`src/logic/xse_pkg.sv`:
```
// package: constants for extended state enable gating
package xse_pkg;
  // feature query leaf 1 ecx bit positions
  localparam int XSE_L1_SAVE_SUP_BIT = 26;
  localparam int XSE_L1_OS_MGMT_BIT = 27;
  // control_reg_four bit positions
  localparam int XSE_CR4_OS_MGMT_BIT = 18;
  localparam int XSE_CR4_SIMD_EXC_BIT = 10;
  localparam int XSE_CR4_LEG_SIMD_BIT = 9;
  // state_component_enable_reg bit positions
  localparam int XSE_SC_LEGACY_FP = 0;
  localparam int XSE_SC_NARROW = 1;
  localparam int XSE_SC_WIDE = 2;
  localparam int XSE_SC_RSVD_LO = 3;
  // reset values
  localparam logic [63:0] XSE_SC_RESET = 64'h0000_0000_0000_0001;
  localparam logic [31:0] XSE_CR4_RESET = 32'h0000_0000;
  // supported component vector and save-area sizes in bytes
  localparam logic [63:0] XSE_SUPPORT_DEF = 64'h0000_0000_0000_0007;
  localparam logic [31:0] XSE_LEGACY_AREA_BYTES = 32'h0000_0200;
  localparam logic [31:0] XSE_HEADER_BYTES = 32'h0000_0040;
  localparam logic [31:0] XSE_WIDE_AREA_BYTES = 32'h0000_0100;
  // fault codes
  typedef enum logic [1:0] {XSE_FLT_NONE, XSE_FLT_UD, XSE_FLT_GP} xse_fault_t;
  // instruction classes presented for gating
  typedef enum logic [2:0] {
    XSE_OP_NONE, XSE_OP_WRITE_EN, XSE_OP_READ_EN, XSE_OP_SAVE_RESTORE,
    XSE_OP_WIDE_VEC, XSE_OP_NARROW_SIMD, XSE_OP_EXT_STATE
  } xse_op_t;
endpackage : xse_pkg

```
`src/logic/xse_size_calc.sv`:
```
// module: save buffer size from an enable mask
`timescale 1ns/1ps
module xse_size_calc
  import xse_pkg::*;
(
  input wire logic [63:0] mask,
  output logic [31:0] size_bytes
);
  // header is always counted alongside the legacy area
  assign size_bytes = XSE_LEGACY_AREA_BYTES + XSE_HEADER_BYTES +
                      (mask[XSE_SC_WIDE] ? XSE_WIDE_AREA_BYTES : 32'h0000_0000);
endmodule : xse_size_calc

```
`src/logic/xse_gate.sv`:
```
// module: extended state enable registers, feature query and instruction gating
`timescale 1ns/1ps
module xse_gate
  import xse_pkg::*;
#(
  parameter logic SAVE_SUPPORTED = 1'b1,
  parameter logic [63:0] SUPPORT_VEC = XSE_SUPPORT_DEF,
  parameter int EXT_COMPONENTS = 3
)
(
  input wire logic core_clk,
  input wire logic rst_b,
  // control_reg_four write port
  input wire logic cr4_wr,
  input wire logic [31:0] cr4_wdata,
  output logic [31:0] cr4_rdata,
  // instruction issue
  input wire logic op_valid,
  input wire xse_op_t op_kind,
  input wire logic [1:0] op_cpl,
  input wire logic [63:0] op_mask,
  input wire logic [5:0] op_comp,
  input wire logic op_feat_ok,
  input wire logic op_simd_exc,
  // instruction outcome
  output logic res_valid,
  output xse_fault_t res_fault,
  output logic [63:0] res_data,
  output logic res_simd_exc,
  // feature query
  input wire logic fq_valid,
  input wire logic [31:0] fq_leaf,
  input wire logic [31:0] fq_sub,
  output logic fq_done,
  output logic [31:0] fq_eax,
  output logic [31:0] fq_ecx,
  output logic [31:0] fq_edx,
  // live state
  output logic [63:0] sc_enable
);
  // =========================================
  // registers
  logic [63:0] sc_reg;
  logic [63:0] sc_next;
  logic [31:0] cr4_reg;
  logic [31:0] cr4_next;
  logic [31:0] size_now;

  // =========================================
  // decode
  wire os_mgmt = cr4_reg[XSE_CR4_OS_MGMT_BIT];
  wire simd_exc_en = cr4_reg[XSE_CR4_SIMD_EXC_BIT];
  wire leg_simd_en = cr4_reg[XSE_CR4_LEG_SIMD_BIT];
  wire wide_on = os_mgmt && sc_reg[XSE_SC_WIDE] && sc_reg[XSE_SC_NARROW];
  wire is_wr = op_valid && (op_kind == XSE_OP_WRITE_EN);
  wire is_rd = op_valid && (op_kind == XSE_OP_READ_EN);
  wire bad_b0 = !op_mask[XSE_SC_LEGACY_FP];
  wire bad_21 = op_mask[XSE_SC_WIDE:XSE_SC_NARROW] == 2'b10;
  wire bad_sup = |(op_mask & ~SUPPORT_VEC);
  wire wr_gp = (op_cpl != 2'b00) || bad_b0 || bad_21 || bad_sup;
  wire comp_ok = (op_comp < 6'(EXT_COMPONENTS)) && sc_reg[op_comp] && os_mgmt && op_feat_ok;
  wire sc_wr_ok = is_wr && os_mgmt && !wr_gp;

  // =========================================
  // gating
  xse_fault_t fault_w;
  always_comb begin
    fault_w = XSE_FLT_NONE;
    case (op_kind)
      XSE_OP_WRITE_EN: fault_w = !os_mgmt ? XSE_FLT_UD : (wr_gp ? XSE_FLT_GP : XSE_FLT_NONE);
      XSE_OP_READ_EN: fault_w = !os_mgmt ? XSE_FLT_UD : XSE_FLT_NONE;
      XSE_OP_SAVE_RESTORE: fault_w = !os_mgmt ? XSE_FLT_UD : XSE_FLT_NONE;
      XSE_OP_WIDE_VEC: fault_w = wide_on ? XSE_FLT_NONE : XSE_FLT_UD;
      XSE_OP_NARROW_SIMD: fault_w = leg_simd_en ? XSE_FLT_NONE : XSE_FLT_UD;
      XSE_OP_EXT_STATE: fault_w = (op_comp <= 6'd1) ? XSE_FLT_NONE :
                                  (comp_ok ? XSE_FLT_NONE : XSE_FLT_UD);
      default: fault_w = XSE_FLT_NONE;
    endcase
  end
  wire simd_class = (op_kind == XSE_OP_WIDE_VEC) || (op_kind == XSE_OP_NARROW_SIMD);
  wire simd_exc_w = op_valid && simd_class && (fault_w == XSE_FLT_NONE) && op_simd_exc && simd_exc_en;

  // =========================================
  // register updates
  assign sc_next = sc_wr_ok ? op_mask : sc_reg;
  assign cr4_next = cr4_wr ?
    {cr4_wdata[31:19], cr4_wdata[XSE_CR4_OS_MGMT_BIT] & SAVE_SUPPORTED, cr4_wdata[17:0]} : cr4_reg;

  always_ff @(posedge core_clk or negedge rst_b) begin
    if (!rst_b) begin
      sc_reg <= XSE_SC_RESET;
      cr4_reg <= XSE_CR4_RESET;
    end else begin
      sc_reg <= sc_next;
      cr4_reg <= cr4_next;
    end
  end

  // =========================================
  // feature query
  xse_size_calc u_size (
    .mask(sc_reg),
    .size_bytes(size_now)
  );
  wire leaf1 = fq_leaf == 32'h0000_0001;
  wire leafd = (fq_leaf == 32'h0000_000d) && (fq_sub == 32'h0000_0000);
  wire [31:0] l1_ecx = (32'(SAVE_SUPPORTED) << XSE_L1_SAVE_SUP_BIT) |
                       (32'(os_mgmt) << XSE_L1_OS_MGMT_BIT);
  wire [31:0] eax_w = leafd ? SUPPORT_VEC[31:0] : 32'h0000_0000;
  wire [31:0] edx_w = leafd ? SUPPORT_VEC[63:32] : 32'h0000_0000;
  wire [31:0] ecx_w = leaf1 ? l1_ecx : (leafd ? size_now : 32'h0000_0000);

  // =========================================
  // outputs
  always_ff @(posedge core_clk or negedge rst_b) begin
    if (!rst_b) begin
      res_valid <= 1'b0;
      res_fault <= XSE_FLT_NONE;
      res_data <= 64'h0000_0000_0000_0000;
      res_simd_exc <= 1'b0;
      fq_done <= 1'b0;
      fq_eax <= 32'h0000_0000;
      fq_ecx <= 32'h0000_0000;
      fq_edx <= 32'h0000_0000;
      cr4_rdata <= XSE_CR4_RESET;
      sc_enable <= XSE_SC_RESET;
    end else begin
      res_valid <= op_valid;
      res_fault <= op_valid ? fault_w : XSE_FLT_NONE;
      res_data <= (is_rd && os_mgmt) ? sc_reg : 64'h0000_0000_0000_0000;
      res_simd_exc <= simd_exc_w;
      fq_done <= fq_valid;
      fq_eax <= fq_valid ? eax_w : 32'h0000_0000;
      fq_ecx <= fq_valid ? ecx_w : 32'h0000_0000;
      fq_edx <= fq_valid ? edx_w : 32'h0000_0000;
      cr4_rdata <= cr4_next;
      sc_enable <= sc_next;
    end
  end
endmodule : xse_gate

```
`config.mk`:
```
export PLATFORM = sky130hd
export DESIGN_NAME = xse_gate
export DESIGN_NICKNAME = d
export VERILOG_FILES = /design/src/logic/xse_pkg.sv /design/src/logic/xse_size_calc.sv /design/src/logic/xse_gate.sv
export SDC_FILE = /design/constraint.sdc
export NUM_CORES = 1
export LEC_CHECK = 0
export BUFFER_PORTS_ARGS = -buffer_cell sky130_fd_sc_hd__clkbuf_2
export CORE_AREA = 5 5 167 169
export DETAILED_ROUTE_END_ITERATION = 8
export DIE_AREA = 0 0 172 174
export PLACE_DENSITY_LB_ADDON = 0.1
export SYNTH_ARGS = -nofsm -noshare
export SYNTH_HDL_FRONTEND = slang
export SYNTH_SLANG_ARGS = --single-unit
```
`constraint.sdc`:
```
create_clock -name core_clk -period 1.4 [get_ports core_clk]
set_input_delay 0.28 -clock core_clk [delete_from_list [all_inputs] [get_ports core_clk]]
set_output_delay 0.28 -clock core_clk [all_outputs]
set_load 0.02 [all_outputs]
```
Word level (Yosys, flattened, before mapping)
Index checks and enable logic that the tools add are counted.
Widths: inputs -> output; s select.
{"block": "classes", "addsub": 1, "n_lt_le_gt_ge": 3, "eq_ne": 9, "muxes": 18, "n_reduce_logical": 26}
{"op": "$mux 32", "count": 3}
{"op": "$mux 64", "count": 1}
{"op": "$reduce_or 61->1", "count": 1}
{"op": "$add 10x32->32 const A", "count": 1}
{"op": "$eq 32x1->1 const B", "count": 1}
{"op": "$eq 32x4->1 const B", "count": 1}
{"op": "$logic_not 32->1", "count": 1}
{"op": "$logic_and 1x1->1", "count": 15}
{"op": "$pmux 2 s5", "count": 1}
{"op": "$eq 3x3->1 const B", "count": 3}
{"op": "$mux 9", "count": 1}
{"op": "$lt 6x7->1 const B", "count": 1}
{"op": "$bmux 1 s6", "count": 1}
{"op": "$eq 3x2->1 const B", "count": 2}
{"op": "$le 6x1->1 const B", "count": 1}
{"op": "$lt 6x2->1 const B", "count": 1}
{"op": "$mux 1", "count": 6}
{"op": "$mux 2", "count": 3}
{"op": "$mux 3", "count": 2}
{"op": "$logic_or 1x1->1", "count": 4}
{"op": "$eq 3x1->1 const B", "count": 1}
{"op": "$eq 2x2->1 const B", "count": 1}
{"op": "$logic_not 1->1", "count": 2}
{"op": "$logic_not 2->1", "count": 1}
{"op": "other kinds (2)", "count": 2}
{"block": "totals", "ff_bits": 200, "out_inout_bits": 261}

Depth between registers and ports, before layout
Gate-level depths: netlist of run 1.
{"block": "logic_depth", "depth_word": 12, "mapped_depth": 6, "mapped_depth_nobuf": 5}

Hierarchy
Synthesis of run 1 repeated with hierarchy kept, for this count alone.
{"block": "unflattened", "cells_unflattened": 579, "area_unflattened_um2": 7691.1}
{"mod": "xse_gate", "instances": 1, "cells_per_inst": 545, "area_each_um2": 7443.4, "seq_area_each_um2": 4956.0}
{"mod": "xse_size_calc", "instances": 1, "cells_per_inst": 34, "area_each_um2": 247.7, "seq_area_each_um2": 0.0}

Worst setup path before layout of run 1
No wires, ideal clock.
{"block": "synth_path", "path_kind": "reg-to-reg", "from": "register cr4_rdata[18] (netlist name)", "to": "register sc_enable[10]", "t_arrival_ns": 1.427, "t_required_ns": 1.280, "setup_slack_ns": -0.147, "stages_incl_launch_ff": 6, "synth_period_minus_slack_ns": 1.547, "cell_sequence": "dfrtp_1 -> nand3b_1 -> nor3b_1 -> nand3_2 -> clkbuf_2 -> and2_2"}
{"element": "to (signal assigned)", "line": "xse_gate.sv:137", "text": "sc_enable <= sc_next;"}
{"element": "to (decl)", "line": "xse_gate.sv:39", "text": "output logic [63:0] sc_enable"}

Worst setup path after layout of run 1
{"block": "layout_path", "from": "input port op_mask[60]", "to": "register sc_enable[36]"}
{"block": "layout_between", "elab_chain_cells": 4}
{"element": "from (decl)", "line": "xse_gate.sv:21", "text": "input wire logic [63:0] op_mask,"}
{"element": "$reduce_or 61->1", "line": "xse_gate.sv:59", "text": "wire bad_sup = |(op_mask & ~SUPPORT_VEC);"}
{"element": "$logic_or 1x1->1", "line": "xse_gate.sv:60", "text": "wire wr_gp = (op_cpl != 2'b00) || bad_b0 || bad_21 || bad_sup;"}
{"element": "$logic_not 1->1", "line": "xse_gate.sv:62", "text": "wire sc_wr_ok = is_wr && os_mgmt && !wr_gp;"}
{"element": "$logic_and 1x1->1", "line": "xse_gate.sv:62"}
Every way passes these cells.
A chain may end at the register's enable or synchronous reset.

==> reports/metrics.csv, run 1 <==
stage,metric,value,unit
status,status,finished with violations,
status,violated checks,setup timing,
worst_setup_path,Critical Path End Type,flop,
worst_setup_path,Worst path slowest cell,nor3_2,
grt,initial antenna violation count,0,
worst_setup_path,Critical Path Max Stage Delay,0.38,ns
clocking,H-tree Lvls,4,
worst_setup_path,CP endpoint,sc_enable[36],
worst_setup_path,crit path cell chain,clkbuf_2 -> nor4_2 -> nand4_1 -> nor3_2 -> nand3_4 -> buf_12 -> and2_2,
power,leakage power,5.244,nW
grt,vias in the first global route,5004,
floorplanning,I/O pins,439,
routing,Routed Antenna Nets,0,
grt,first-pass GRT wire length,31170,um
timing,final hold slack,0.06220,ns
worst_setup_path,Startpoint Class,primary input,
synth,synth unique cells,34,
timing,Setup Total Neg Slack,-6.713,ns
synth,most used flip-flop cell after synthesis,dfrtp_1,
placed_design,RePlAce Congestion,0.9085,
worst_hold_path,Hold Path Class,in2reg,
timing,Final Cycle Share,107.2,%
synth,number of synthesized flops with an enable pin,0,
synth,sequential area share after synthesis,63.74,%
worst_setup_path,R2R cell count,6,
floorplanning,initial core utilization,25.27,%
clocking,CTS Sinks,170,
cells_and_area,ratio of cells with drive above 1 in the final layout,54.87,%
clocking,Longest Clk Path Bufs,2,
timing,Max Clk Rate,666.4,MHz
clocking,clock latency on the worst-skew pair,0.42,ns
floorplanning,total core area,26430,um2
routing,per-cell routed wire length,17.24,um
timing,Final Hold Violating Endpoints,0,
synth,yosys warns,0,
floorplanning,Die Y,174,um
worst_setup_path,CP startpoint,op_mask[60],
routing,Total Routed Length,21480,um
grt,GRT overflow,0,
placed_design,DPL Wire Length,16920,um
timing,RSZ-0062 raised after global routing,true,
placed_design,I/O Buffers,350,
grt,Tot GR Track Use,13.84,%
routing,drt drc,0,
timing,Max Slew Vio Count,0,
flow_run,Maximum Capacitance Violations,0,
floorplanning,Die X,172,um
power,worst vdd ir,0.7167,mV
worst_setup_path,reg-to-reg critical path startpoint,cr4_rdata[18],
worst_hold_path,Hold Path Stages,3,
routing,DR iter-0 viols,199,
synth,post-synthesis area per instance,13.07,um2
clocking,CTS root buf,clkbuf_16,
worst_setup_path,Crit Path Category,in2reg,
routing,DR pass1 iterations,4,
worst_setup_path,worst r2r dst,res_data[60],
clocking,CTS Buf Count,17,
floorplanning,row cnt,60,
worst_setup_path,CP arrival,1.81,ns
timing,Fin Clk Skew,0.009843,ns
worst_setup_path,Reg2Reg Setup Slack,-0.09,ns
timing,Final Critical Period,1.501,ns
worst_setup_path,Worst Path Max Fanout,62,
timing,final setup violation count,117,
routing,detail-routed via count per cell,3.881,
synth,Syn Inst Count,511,
routing,vias post-DR,4836,
clocking,CTS tree,done,
grt,largest net degree at the start of global routing,63,
clocking,clock-pin slew on the worst setup and hold paths,0.08,ns
cells_and_area,final net count,1069,
cells_and_area,P&R area growth vs syn,43.05,%
synth,number of synthesized register bits,170,
synth,Mapped Area,6676,um2
floorplanning,Die ar.,29930,um2
worst_setup_path,Crit path required time,1.71,ns
timing,final worst-path setup slack,-0.1006,ns
synth,"FFs w/ async S/R, synth",100.0,%
power,pwr dens,1142,nW/um2
## cell families after synthesis
kind of cell / Yosys count / synth area share, %
compound gates: 6 / 0.5809
mux: 34 / 5.735
other cells: 1 / 0.05617
simple gates: 192 / 18.59
buf+inv: 108 / 11.30
flops: 170 / 63.74
## routing by layer
metal	GRT usage [%]	vias to the layer above	part of all wire, %
met3	4.389	7	8.3
met1	19.52	2339	45
li1	-	2266	-
met5	0	-	0
met4	2.915	0	0.83
met2	20.96	224	46
## cells in the final DEF, fill, tap and decap left out, drive strengths merged, types with 2 or more instances in the layout
cell type	synthesis	final
nor2	2	2
nor3b	3	3
clkinv	0	9
conb	1	88
nand2	7	7
clkbuf	13	366
inv	1	6
nor4	28	28
and2	128	128
nand4	5	5
and3	2	2
nand3	3	3
buf	94	31
nor4bb	2	2
nor3	6	6
or4	2	2
mux2	34	34
dfrtp	169	169
o21ai	2	2
## worst min-delay path by stage
stage                           start      endpoint  slack, ns
final                     op_simd_exc  res_simd_exc       0.06
after floorplan                 rst_b  cr4_rdata[0]      -0.02
after CTS                    fq_valid       fq_done       0.04
after global routing         fq_valid       fq_done       0.03
after detailed placement        rst_b  res_data[27]       0.22
after global placement          rst_b  res_data[27]       0.22
## cell usage after synthesis, types with 3 or more instances
| library cell | n | area share [%] |
|---|---|---|
| and2_1 | 98 | 9.2 |
| and2_2 | 30 | 3.4 |
| buf_1 | 3 | 0.17 |
| buf_4 | 91 | 10 |
| clkbuf_1 | 7 | 0.39 |
| clkbuf_2 | 6 | 0.45 |
| dfrtp_1 | 169 | 63 |
| mux2_2 | 34 | 5.7 |
| nand2_1 | 7 | 0.39 |
| nand4_1 | 5 | 0.47 |
| nor3_1 | 5 | 0.37 |
| nor4_1 | 28 | 2.6 |
## final cells by class
type / instances / area (um2)
Multi-Input combinational cell: 320 / 2092
Timing Repair Buffer: 381 / 2143
Antenna cell: 1 / 2.502
Tap cell: 341 / 426.7
Sequential cell: 170 / 4259
Clock buffer: 17 / 425.4
Fill cell: 2653 / 16870
Clock inverter: 15 / 197.7
Inverter: 1 / 3.754
## per-stage QoR
stage	power, mW	cells	cell area (um2)	util [%]	setup slack [ns]
2_1_floorplan	5.827	598	7057	-	-0.1111
3_5_place_dp	6.239	1208	8771	33.19	-0.4816
5_1_grt	11.46	1245	9548	36.13	-0.1682
4_1_cts	11.14	1242	9468	35.83	-0.09979
3_3_place_gp	6.236	1208	8771	33.19	-0.5140
6_report	10.91	1246	9550	36.14	-0.1006
## flip-flops by register name (all words and copies together) (netlist names)
register	flops
res_valid	1
res_fault	2
res_simd_exc	1
fq_done	1
cr4_rdata	32
fq_eax	1
sc_enable	64
res_data	64
fq_ecx	4
## worst max-delay path, delay by kind of cell
kind | cells | cell delay, ns
buffers and inverters | 2 | 0.29
AND/OR/NAND/NOR | 5 | 1.22
## power by group
part / leakage, nW / internal [mW] / total (mW) / switching (mW)
Combinational: 2.66 / 0.415 / 1.10 / 0.681
Sequential: 2.29 / 5.01 / 5.06 / 0.0495
Clock: 0.296 / 2.45 / 4.76 / 2.31
Total: 5.24 / 7.87 / 10.9 / 3.04
## repair_timing
item / CTS / global route
hold buffers: 1 / 0
pin swaps: 3 / 6
setup endpoints to repair: 91 / 126
buffers inserted: 1 / 1
resized for setup: 14 / 10
endpoints found under the hold margin: 28 / 0
gates cloned: 0 / 2
Power figures use the tool's default switching activity.
==> run 2: changes to the inputs <==
==> constraint.sdc (replaced) <==
create_clock -name core_clk -period 1.8 [get_ports core_clk]
set_input_delay 0.36 -clock core_clk [delete_from_list [all_inputs] [get_ports core_clk]]
set_output_delay 0.36 -clock core_clk [all_outputs]
set_load 0.02 [all_outputs]
==> run 2 against run 1 <==
Compared with the run above: the run now ends clean; die area stayed put; cell area is 2.3% lower; via count is 1.7% lower; cell count is 0.72% lower; combinational power is 24% lower; wire length is 1.4% higher; utilization is 0.82 points lower; register-to-register slack better by 0.44 ns; non-clock buffer count is 8 lower; sequential power is 22% lower; clock power is 22% lower; largest cell class unchanged; largest power group unchanged.
==> reports/metrics.csv, run 2 (synthesized netlist as in run 1, its figures left out) <==
stage,metric,value,unit
status,status,"finished, final reports clean",
placed_design,DPL Wire Length,17460,um
clocking,CTS Buf Count,17,
grt,GRT overflow,0,
grt,first-pass GRT wire length,31550,um
timing,Final Critical Period,1.681,ns
worst_setup_path,Reg2Reg Setup Slack,0.35,ns
worst_hold_path,Hold Path Stages,1,
worst_hold_path,hold path start,fq_valid,
routing,vias post-DR,4756,
cells_and_area,"commonest non-fill, non-tap cell in the layout",clkbuf_2,
timing,Final Hold Violating Endpoints,0,
power,pwr dens,910.6,nW/um2
floorplanning,Die ar.,29930,um2
timing,Max Slew Vio Count,0,
worst_setup_path,Startpoint Class,primary input,
placed_design,Area after DPL,8696,um2
timing,Final Cycle Share,93.37,%
routing,DR pass1 iterations,4,
placed_design,RePlAce Congestion,0.9195,
clocking,Setup Buffers After CTS,0,
clocking,CTS root buf,clkbuf_16,
worst_setup_path,Crit path required time,2.10,ns
timing,Fin Clk Skew,0.01137,ns
placed_design,I/O Buffers,350,
floorplanning,I/O pins,439,
clocking,clock-pin slew on the worst setup and hold paths,0.08,ns
routing,detail-routed via count per cell,3.845,
routing,met3 WL,2011,um
cells_and_area,most frequent cells in the layout,"clkbuf_2 (349), dfrtp_1 (169), and2_1 (98), conb_1 (88), mux2_2 (34)",
timing,Max Clk Rate,595.0,MHz
grt,largest net degree at the start of global routing,60,
worst_setup_path,R2R cell count,6,
routing,per-cell routed wire length,17.60,um
power,worst vdd ir,0.5930,mV
routing,drt drc,0,
routing,Top Metal Used,met5,
floorplanning,row cnt,60,
worst_setup_path,Worst Path Max Fanout,5,
worst_setup_path,reg-to-reg critical path startpoint,cr4_rdata[18],
timing,RSZ-0062 raised after global routing,false,
power,Design Power,8.499,mW
worst_setup_path,worst r2r dst,sc_enable[1],
routing,DR iter-0 viols,251,
floorplanning,Die Y,174,um
worst_hold_path,Worst Hold End,fq_done,
worst_setup_path,Critical Path End Type,flop,
cells_and_area,final net count,1061,
worst_setup_path,Crit Path Category,in2reg,
clocking,clock latency on the worst-skew pair,0.42,ns
timing,final setup violation count,0,
floorplanning,total core area,26430,um2
grt,vias in the first global route,4947,
grt,Tot GR Track Use,14.11,%
worst_hold_path,Hold Path Class,in2reg,
routing,Total Routed Length,21770,um
cells_and_area,largest registers,"res_data x64, sc_enable x64, cr4_rdata x32",
clocking,CTS tree,done,
timing,final worst-path setup slack,0.1193,ns
flow_run,Maximum Capacitance Violations,0,
clocking,CTS Sinks,170,
timing,final hold slack,0.05777,ns
power,leakage power,5.174,nW
routing,met2 wire length,9388,um
clocking,H-tree Lvls,4,
cells_and_area,antenna fix cells,0,
grt,initial antenna violation count,2,
worst_setup_path,CP arrival,1.98,ns
cells_and_area,ratio of cells with drive above 1 in the final layout,52.90,%
routing,WL met1,10070,um
floorplanning,initial core utilization,25.27,%
cells_and_area,Finished Cell Area,9334,um2
cells_and_area,P&R area growth vs syn,39.81,%
floorplanning,Die X,172,um
clocking,Longest Clk Path Bufs,2,
routing,Routed Antenna Nets,0,
placed_design,Placement Setup Slack,-0.4807,ns
-- run 2: cell count changes in the layout (fill, tap and decap cells not counted), moves of 2 or more --
cell	before	now
buf_4	19	15
dfrtp_1	166	169
clkbuf_2	346	349
nor3b_2	2	0
nor4_4	2	0
inv_6	1	3
and2_1	94	98
nor3b_1	0	2
dfrtp_2	3	0
and2_2	25	30
buf_8	2	0
clkinv_8	7	5
and2_4	9	0
-- run 2: metrics by stage --
step                setup TNS, ns  utilization [%]  instances
floorplan                       0                -        598
global placement           -31.27            32.91       1204
detailed placement         -29.08            32.91       1204
CTS                             0            35.30       1237
global route                    0            35.32       1237
finish                          0            35.32       1237
-- run 2: how the worst max path moves through the flow --
stage,from,endpoint,slack [ns]
2_1_floorplan,op_mask[4],sc_enable[10],0.21
3_3_place_gp,op_mask[33],sc_enable[44],-0.51
3_5_place_dp,op_mask[33],sc_enable[39],-0.48
4_1_cts,op_mask[9],sc_enable[46],0.06
5_1_grt,op_mask[33],sc_enable[41],0.07
6_report,op_mask[33],sc_enable[1],0.12
-- run 2: final cells by class --
type	count	area, um2
Inverter	1	3.754
Sequential cell	170	4255
Clock inverter	15	190.2
Multi-Input combinational cell	320	2012
Fill cell	2688	17090
Timing Repair Buffer	373	2021
Tap cell	341	426.7
Clock buffer	17	425.4
-- run 2: worst max-delay path, stage by stage --
cell	delay, ns
clkbuf_2	0.09
nor4_2	0.41
buf_4	0.18
nand4_1	0.09
nor2_1	0.26
nand3_2	0.16
buf_4	0.18
mux2_2	0.26
-- run 2: layer usage --
metal | GRT usage (%) | vias up
met5 | 0 | -
met1 | 20.60 | 2249
met2 | 20.29 | 232
met3 | 4.139 | 17
li1 | - | 2256
met4 | 4.029 | 2
-- run 2: power by group --
group	internal, mW	leakage, nW	switching (mW)
Combinational	0.304	2.59	0.533
Sequential	3.89	2.29	0.0376
Clock	1.91	0.295	1.83
Total	6.10	5.17	2.40
-- run 2: timing repair --
action,4_1_cts,5_1_grt
hold buffers,1,0
gates resized for setup,1,1
pin swaps,0,0
endpoints found under the setup margin,31,2
hold endpoints to repair,30,0
